**src/include/tesc_pkg.sv**
```systemverilog
// Package with constants, types and register map of the trigger/strobe control block
package tesc_pkg;

  // ==========================================================================
  // Clock and timing
  // ==========================================================================
  localparam int unsigned CLK_HZ = 10_000_000;
  localparam int unsigned DEGLITCH_NS = 400;
  localparam int unsigned CLK_PERIOD_NS = 1_000_000_000 / CLK_HZ;
  // Least time rounds up
  localparam int unsigned DEGLITCH_CYC = (DEGLITCH_NS + CLK_PERIOD_NS - 1) / CLK_PERIOD_NS;
  localparam int unsigned LINE_PERIOD_NS = 16_000;
  localparam int unsigned LINE_CYC = LINE_PERIOD_NS / CLK_PERIOD_NS;

  // ==========================================================================
  // Register map (word offsets on the plain port)
  // ==========================================================================
  localparam logic [3:0] ADDR_CFG = 4'h0;
  localparam logic [3:0] ADDR_PRESET = 4'h1;
  localparam logic [3:0] ADDR_STATUS = 4'h2;
  localparam logic [3:0] ADDR_WIDTH = 4'h3;

  // Configuration register fields
  localparam int unsigned CFG_WIDTH_EN_BIT = 0;
  localparam int unsigned CFG_LINK_INV_BIT = 1;
  localparam int unsigned CFG_SEL_LO_BIT = 5;
  localparam int unsigned CFG_SEL_HI_BIT = 6;
  localparam logic [7:0] CFG_RESET = 8'h00;

  // Shutter selector positions
  localparam logic [3:0] SHUTTER_NONE = 4'h0;
  localparam logic [3:0] SHUTTER_WIDTH_POS = 4'h9;

  // Default preset lengths in line periods, positions 1..9
  localparam logic [7:0] PRESET_RESET = 8'h04;

  // Output select codes (hi, lo)
  localparam logic [1:0] SEL_HIGH = 2'h0;
  localparam logic [1:0] SEL_FLASH = 2'h1;
  localparam logic [1:0] SEL_BUSY = 2'h2;

  // ==========================================================================
  // Types
  // ==========================================================================
  typedef enum logic [3:0] {
    TESC_IDLE = 4'b0001,
    TESC_ARMED = 4'b0010,
    TESC_MEASURE = 4'b0100,
    TESC_EXPOSE = 4'b1000
  } tesc_state_t;

  typedef struct packed {
    logic [3:0] addr;
    logic [7:0] wdata;
    logic wr;
    logic rd;
  } tesc_req_t;

endpackage

```
**src/logic/tesc_filter.sv**
```systemverilog
// Two-flop synchroniser with a stable-count glitch filter for one pin
`timescale 1ns/1ps
module tesc_filter
  import tesc_pkg::*;
#(
  parameter int unsigned STABLE_CYC = DEGLITCH_CYC
) (
  // Clock and reset
  input wire logic ref_clk_i,
  input wire logic rst_i,
  // Pin and filtered level
  input wire logic pin_i,
  output logic level_o
);

  localparam int CW = $clog2(STABLE_CYC + 1);

  typedef struct packed {
    logic s1;
    logic s2;
    logic lvl;
    logic [CW-1:0] cnt;
  } tesc_flt_t;

  tesc_flt_t q, d;

  // ==========================================================================
  // Filter: level changes only after the synced pin stays put long enough
  // ==========================================================================
  always_comb begin
    d = q;
    d.s1 = pin_i;
    d.s2 = q.s1;
    if (q.s2 == q.lvl) begin
      d.cnt = '0;
    end else if (q.cnt == CW'(STABLE_CYC - 1)) begin
      d.lvl = q.s2;
      d.cnt = '0;
    end else begin
      d.cnt = q.cnt + CW'(1);
    end
  end

  // Idle level is high: both triggers rest high when unused
  always_ff @(posedge ref_clk_i or posedge rst_i) begin
    if (rst_i) begin
      q <= '{s1: 1'b1, s2: 1'b1, lvl: 1'b1, cnt: '0};
    end else begin
      q <= d;
    end
  end

  assign level_o = q.lvl;

endmodule

```
**src/logic/tesc_top.sv**
```systemverilog
// Exposure trigger and flash/busy output control, top level
// Behaviour
// - Selector position zero gives continuous output with no shutter at all.
// - Preset exposure starts on the rising, trailing edge of the trigger.
// - Preset exposure length comes from the preset, not trigger width.
// - Width mode samples trigger low time on line-sync leading edge.
// - Low time of n to n+1 lines gives n lines exposure, n>=1.
// - Width mode only with width enable set and selector at nine.
// - Unaligned triggers may give up to one line length error.
// - Link trigger is active low, with a configurable inversion.
// - Power-connector trigger is always active low, never inverted.
// - Output pin shows constant high, flash timing, or busy.
// - Output selection resets to constant high.
// - Select bits come from configuration bits five and six.
// - Flash timing is produced in continuous and triggered modes alike.
// - In continuous mode flash timing is high only during exposure.
// - Either trigger asserted makes the internal trigger active.
// - With width enable, selector positions one to eight are presets.
`timescale 1ns/1ps
module tesc_top
  import tesc_pkg::*;
#(
  parameter int unsigned LINES_W = 8,
  parameter int unsigned LINE_CYCLES = LINE_CYC
) (
  // Clock and reset
  input wire logic ref_clk_i,
  input wire logic rst_i,
  // Register port
  input wire logic [3:0] reg_addr_i,
  input wire logic [7:0] reg_wdata_i,
  input wire logic reg_wr_i,
  input wire logic reg_rd_i,
  output logic [7:0] reg_rdata_o,
  // Camera controls and pins
  input wire logic [3:0] shutter_sel_i,
  input wire logic power_conn_trigger_i,
  input wire logic link_trigger_i,
  // Timing outputs
  output logic line_sync_pulse_o,
  output logic exposure_o,
  output logic flash_pin_o
);

  localparam int LCW = $clog2(LINE_CYCLES + 1);

  typedef struct packed {
    logic [7:0] cfg;
    logic [7:0] preset;
    logic [7:0] rdata;
    tesc_state_t st;
    logic trig_d;
    logic [LCW-1:0] line_cnt;
    logic line_sync;
    logic [LINES_W-1:0] width;
    logic [LINES_W-1:0] remain;
    logic expose;
    logic pin;
  } tesc_top_t;

  tesc_top_t q, d;
  tesc_req_t req;
  logic pwr_lvl, link_raw, link_lvl;
  logic trig_act, trig_rise, line_end, cont_mode, width_mode, busy;
  logic [1:0] sel;

  // ==========================================================================
  // Trigger conditioning
  // ==========================================================================
  // Bundle the port so the sequencer sees one request word
  assign req = '{addr: reg_addr_i, wdata: reg_wdata_i, wr: reg_wr_i, rd: reg_rd_i};

  // Each pin filtered on its own so a glitch cannot leak through the OR
  tesc_filter u_pwr_flt (
    .ref_clk_i(ref_clk_i),
    .rst_i(rst_i),
    .pin_i(power_conn_trigger_i),
    .level_o(pwr_lvl)
  );
  tesc_filter u_link_flt (
    .ref_clk_i(ref_clk_i),
    .rst_i(rst_i),
    .pin_i(link_trigger_i),
    .level_o(link_raw)
  );

  // Inversion after filtering; the power input is never inverted
  // Flipping the invert bit while the link rests moves the trigger by itself,
  // so software should change polarity only while no exposure is wanted
  assign link_lvl = link_raw ^ q.cfg[CFG_LINK_INV_BIT];
  // Active-low OR: internal trigger active when either is low
  assign trig_act = ~(pwr_lvl & link_lvl);
  assign trig_rise = q.trig_d & ~trig_act;

  // ==========================================================================
  // Mode decode
  // ==========================================================================
  // The selector is a level on this clock, so it needs no synchroniser
  assign cont_mode = (shutter_sel_i == SHUTTER_NONE);
  assign width_mode = q.cfg[CFG_WIDTH_EN_BIT] && (shutter_sel_i == SHUTTER_WIDTH_POS);
  assign line_end = (q.line_cnt == LCW'(LINE_CYCLES - 1));
  assign sel = {q.cfg[CFG_SEL_HI_BIT], q.cfg[CFG_SEL_LO_BIT]};
  assign busy = (q.st != TESC_IDLE);

  // ==========================================================================
  // Next state
  // ==========================================================================
  always_comb begin
    d = q;
    d.trig_d = trig_act;
    // Free-running line timing; the sync pulse is one cycle at line end
    d.line_cnt = line_end ? '0 : q.line_cnt + LCW'(1);
    d.line_sync = line_end;
    // Register writes; unmapped addresses fall through and change nothing
    if (req.wr && req.addr == ADDR_CFG) begin
      d.cfg = req.wdata;
    end
    if (req.wr && req.addr == ADDR_PRESET) begin
      d.preset = req.wdata;
    end
    // Read data stands one cycle after the strobe only
    d.rdata = 8'h00;
    if (req.rd) begin
      unique case (req.addr)
        ADDR_CFG: d.rdata = q.cfg;
        ADDR_PRESET: d.rdata = q.preset;
        ADDR_STATUS: d.rdata = {3'h0, q.st == TESC_EXPOSE, busy, cont_mode, width_mode,
                                trig_act};
        ADDR_WIDTH: d.rdata = 8'(q.width);
        default: d.rdata = 8'h00;
      endcase
    end
    // Exposure sequencer
    unique case (q.st)
      TESC_IDLE: begin
        d.expose = 1'b0;
        // Selector zero wins over any trigger: no shutter at all
        if (cont_mode) begin
          d.expose = 1'b1;
        end else if (trig_act) begin
          d.width = '0;
          d.st = width_mode ? TESC_MEASURE : TESC_ARMED;
        end
      end
      TESC_ARMED: begin
        if (cont_mode) begin
          d.st = TESC_IDLE;
        end else if (trig_rise) begin
          // Length fixed by the preset; low time not looked at
          d.remain = LINES_W'(q.preset);
          d.st = TESC_EXPOSE;
          d.expose = 1'b1;
        end
      end
      TESC_MEASURE: begin
        // Count whole lines seen low at each line-sync end; phase gives 1 line slack
        // Count stops at all ones so a stuck trigger cannot wrap to a short exposure
        if (line_end && trig_act && q.width != '1) begin
          d.width = q.width + LINES_W'(1);
        end
        if (cont_mode) begin
          d.st = TESC_IDLE;
        end else if (trig_rise) begin
          if (q.width == '0) begin
            d.st = TESC_IDLE; // Shorter than one line: no exposure
          end else begin
            d.remain = q.width;
            d.st = TESC_EXPOSE;
            d.expose = 1'b1;
          end
        end
      end
      TESC_EXPOSE: begin
        // Preset zero still gives one line, as the end test is less-or-equal
        if (line_end) begin
          if (q.remain <= LINES_W'(1)) begin
            d.st = TESC_IDLE;
            d.expose = 1'b0;
          end else begin
            d.remain = q.remain - LINES_W'(1);
          end
        end
      end
      default: d.st = TESC_IDLE;
    endcase
    // Output pin multiplexer; flash follows exposure in every mode
    // Busy covers armed, measuring and exposing, so a strobe unit sees a taken trigger
    // Code 11 is undefined for the pin and falls back to the safe high level
    unique case (sel)
      SEL_FLASH: d.pin = d.expose;
      SEL_BUSY: d.pin = (d.st != TESC_IDLE);
      default: d.pin = 1'b1;
    endcase
  end

  // ==========================================================================
  // State register
  // ==========================================================================
  // Reset drives the pin high at once, so no flash fires while the camera starts
  always_ff @(posedge ref_clk_i or posedge rst_i) begin
    if (rst_i) begin
      q <= '0;
      q.cfg <= CFG_RESET;
      q.preset <= PRESET_RESET;
      q.st <= TESC_IDLE;
      q.trig_d <= 1'b0;
      q.pin <= 1'b1;
    end else begin
      q <= d;
    end
  end

  assign reg_rdata_o = q.rdata;
  assign line_sync_pulse_o = q.line_sync;
  assign exposure_o = q.expose;
  assign flash_pin_o = q.pin;
endmodule

```
**config.mk**
```make
export PLATFORM = sky130hd
export DESIGN_NAME = tesc_top
export DESIGN_NICKNAME = d
export VERILOG_FILES = /design/src/include/tesc_pkg.sv /design/src/logic/tesc_filter.sv /design/src/logic/tesc_top.sv
export SDC_FILE = /design/constraint.sdc
export NUM_CORES = 1
export LEC_CHECK = 0
export ABC_AREA = 1
export BUFFER_PORTS_ARGS = -buffer_cell sky130_fd_sc_hd__buf_2
export CAP_MARGIN = 15
export CORE_MARGIN = 8
export CORE_UTILIZATION = 36
export CTS_CLUSTER_DIAMETER = 150
export DETAILED_ROUTE_END_ITERATION = 8
export GPL_TIMING_DRIVEN = 0
export HOLD_SLACK_MARGIN = 0.1
export PLACE_DENSITY = 0.57
export SKIP_LAST_GASP = 1
export SYNTH_ARGS = -nofsm -noshare
export SYNTH_HDL_FRONTEND = slang
export SYNTH_SLANG_ARGS = --single-unit
```
**constraint.sdc**
```tcl
create_clock -name ref_clk_i -period 2 [get_ports ref_clk_i]
set_input_delay 0.4 -clock ref_clk_i [delete_from_list [all_inputs] [get_ports ref_clk_i]]
set_output_delay 0.4 -clock ref_clk_i [all_outputs]
set_load 0.03 [all_outputs]
```
==> impl_metrics.json <==
{
  "outcome": "complete, no violations",
  "slew_headroom_pct": 45.7,
  "whs_path_depth": 1,
  "firstDrtPassIters": 4,
  "period_share_pct": 92.9,
  "grt-ovfl-total": 0,
  "critPathMaxStageDelay_ns": 0.47,
  "synth-seq-cells": 68,
  "p_sw_mw": 2.03,
  "diodes": 0,
  "seqCellArea_sq_mm": 0.00171,
  "cp_num_buf_inv": 3,
  "area_delta_synth_final_pct": 14.9,
  "slew_violations": 0,
  "synthesis.area_sq_mm": 0.00375,
  "rsz0062_at_grt": "no",
  "grt_pass1_vias": 3131,
  "ys_warn_count": 0,
  "tns_ns": 0,
  "async_flop_share_pct": 100,
  "p_seq_share_pct": 39.4,
  "cts_hold_buf": 0,
  "io_buffers": 32,
  "path_clk_slew_ns": 0.08,
  "ys_types": 41,
  "dp_hpwl_mm": 6.72,
  "clk_path_buf_depth": 2,
  "ys.flop_type": "dfrtp_1",
  "numCtsBuffers": 9,
  "synth_area_per_cell_sq_um": 7.71,
  "fin_skew_ns": 0.00857,
  "via_count": 3208,
  "p_int_mw": 2.96,
  "fmax_mhz": 538,
  "gp_routability_congestion": 0.866,
  "min_to": "u_link_flt.d[4]",
  "r2r-start": "q[11]",
  "clk_latency_ns": 0.35,
  "nFillCells": 1051,
  "clock_power_share_pct": 23.2,
  "synth_top_family_by_area": "simple AND/OR/NAND/NOR gates",
  "ant_nets": 0,
  "dieArea_sq_mm": 0.0139,
  "slowest_stage": "dfrtp_1",
  "worstMarginPinSlew_ns": 0.812,
  "fin_util_pct": 42.1,
  "worst-setup-path-type": "reg -> reg",
  "antenna_found_initial": 0,
  "ir_drop_uv": 419,
  "layout-drive-gt1-share_pct": 19.6,
  "rows": 37,
  "ys_seq_area_share_pct": 45.7,
  "cts_setup_buffers": 0,
  "synth-simple-area-share_pct": 30.5,
  "worst-endpoint-required_ns": 2.24,
  "dieWidth_microns": 118,
  "grt_max_degree": 39,
  "muxShareOfSynthArea_pct": 0.300,
  "avgRoutedWirePerCell_microns": 13.1,
  "pwr-share-comb_pct": 37.4,
  "fin_crit_ns": 1.86,
  "met3_usage_pct": 3.93,
  "hold_viol": 0,
  "coreArea_sq_mm": 0.0102,
  "die_h_microns": 118,
  "top_usage_layer": "met2",
  "cap_violations": 0,
  "setup_viol": 0,
  "r2r-end": "q[3]",
  "ioPinCount": 33,
  "htree_num_levels": 3,
  "yosys.area_share.xor_xnor_pct": 1.40,
  "reg2regPathDepth": 11,
  "min-delay-start": "link_trigger_i",
  "synth_compound_area_share_pct": 9.85,
  "crit_family": "simple AND/OR/NAND/NOR gates",
  "grt_util_met1_pct": 17.2,
  "power_mw": 4.98,
  "synth_edf_count": 0,
  "nets": 561,
  "min_path_type": "in -> reg",
  "syn-instance-count": 486,
  "drc": 0,
  "placed_area_sq_mm": 0.00410,
  "cts_tree": "done",
  "powerDensity_mw_per_mm2": 1160,
  "synth_fa_ha_area_share_pct": 3.00,
  "synth_fp_nets": 517,
  "cts_resized": 0,
  "start_util_pct": 36.6,
  "worstPathCellList": "inv_1 -> ha_1 -> nand2_1 -> nor2_1 -> inv_1 -> o21ai_1 -> nor2_4 -> nand2_4 -> inv_4 -> nand2_1 -> nand2_1",
  "p_leak_nw": 2.23,
  "wl_mm": 8.79,
  "reg2reg_slack_ns": 0.14,
  "critPathArrivalTime_ns": 2.10,
  "final_area_sq_mm": 0.00431,
  "grt_usage_pct": 13.1,
  "fin_hold_ws_ns": 0.136,
  "clockRootBuffer": "clkbuf_8",
  "start_kind": "flip-flop",
  "crit_top_cell": "nand2_1",
  "cts.sinks": 68,
  "grt_pass1_wl_mm": 14.9,
  "via_per_inst": 4.78,
  "setup.worst_path.end_class": "flip-flop",
  "drt-initial-drc-count": 164,
  "multi_input_area_sq_mm": 0.00169,
  "path_max_fanout": 9,
  "p_sw_share_pct": 40.6,
  "globalRouteMet2Util_pct": 19.9
}
==> state kept, by name, summed over array words and instances (netlist names), 4 cells and up <==
name,count
q,45
reg_rdata_o,8
u_link_flt.q,4
u_pwr_flt.q,4
==> through the flow <==
stage / instances / setup WS (ns)
2_1_floorplan: 486 / 0.403
3_3_place_gp: 654 / 0.201
3_5_place_dp: 655 / 0.197
4_1_cts: 671 / 0.174
5_1_grt: 671 / 0.0140
6_report: 671 / 0.142
==> cells in the mapped netlist, types with 2 or more instances <==
library cell / instances / area share (%)
dfstp_2: 9 / 6.3
nand2_2: 6 / 1.0
a211oi_1: 2 / 0.40
nand3_1: 33 / 4.4
inv_1: 58 / 5.8
o21ai_2: 9 / 2.1
nand3_2: 2 / 0.53
a21oi_1: 11 / 1.5
nor3_1: 5 / 0.67
xor2_1: 3 / 0.70
o221ai_1: 2 / 0.47
and3_1: 2 / 0.33
inv_2: 6 / 0.60
dfrtp_1: 59 / 39
nand2_4: 2 / 0.60
o21ai_1: 5 / 0.67
o21ai_0: 21 / 2.8
buf_6: 2 / 0.60
nor3b_1: 2 / 0.40
nand4_1: 3 / 0.50
nor2_1: 57 / 5.7
xnor2_1: 3 / 0.70
ha_1: 9 / 3.0
nor2_4: 3 / 0.90
nor2_2: 3 / 0.50
clkbuf_1: 2 / 0.20
a31oi_1: 2 / 0.33
o22ai_1: 6 / 1.0
buf_4: 8 / 1.6
nand2_1: 140 / 14
==> metal layers <==
metal	routed length, microns	up-vias
met4	159	0
met1	4310	1524
li1	-	1617
met3	348	14
met2	3970	53
met5	0	-
==> kinds of logic after synthesis <==
| group | count (synthesis) |
|---|---|
| xor gates and xnor gates | 6 |
| AOI/OAI and AO/OA | 61 |
| muxes | 1 |
| DFF | 68 |
| and+or+nand+nor | 262 |
| adders and majority gates | 9 |
| buffers and inverters | 79 |
==> cell usage in the layout (no fill, tap or decap), drive strengths merged, types with 4 or more instances in the layout <==
cell and n:
a21oi 11, buf 44, clkbuf 14, dfrtp 59
dfstp 9, ha 9, inv 64, nand2 148
nand3 35, nand4 4, nor2 63, nor3 6
o21ai 35, o22ai 6
==> final cells by class <==
class | count | area share [%]
sequential | 68 | 39.8
multi-input combinational | 339 | 39.3
inverter | 66 | 5.90
timing repair buffer | 33 | 4.18
tap | 136 | 3.95
clock buffer | 12 | 3.60
buffer | 13 | 2.21
clock inverter | 4 | 1.10
==> worst max-delay path by stage <==
stage             to   from  cells past startpoint  slack, ns
2_1_floorplan  q[10]  q[10]                      9       0.40
3_3_place_gp    q[3]  q[11]                     11       0.20
3_5_place_dp   q[10]  q[10]                      9       0.20
4_1_cts        q[10]  q[10]                      9       0.17
5_1_grt         q[8]   q[2]                     13       0.01
6_report        q[3]  q[11]                     11       0.14
==> power by group through the flow <==
stage	logic [mW]	registers, mW	clock network (mW)
3_5_place_dp	1.86	1.98	0
4_1_cts	1.88	1.96	1.19
6_report	1.86	1.96	1.16
2_1_floorplan	1.44	1.93	0
5_1_grt	2.16	2.00	1.25
3_3_place_gp	1.83	1.97	0
No activity file was read; power rests on OpenSTA's default activity.
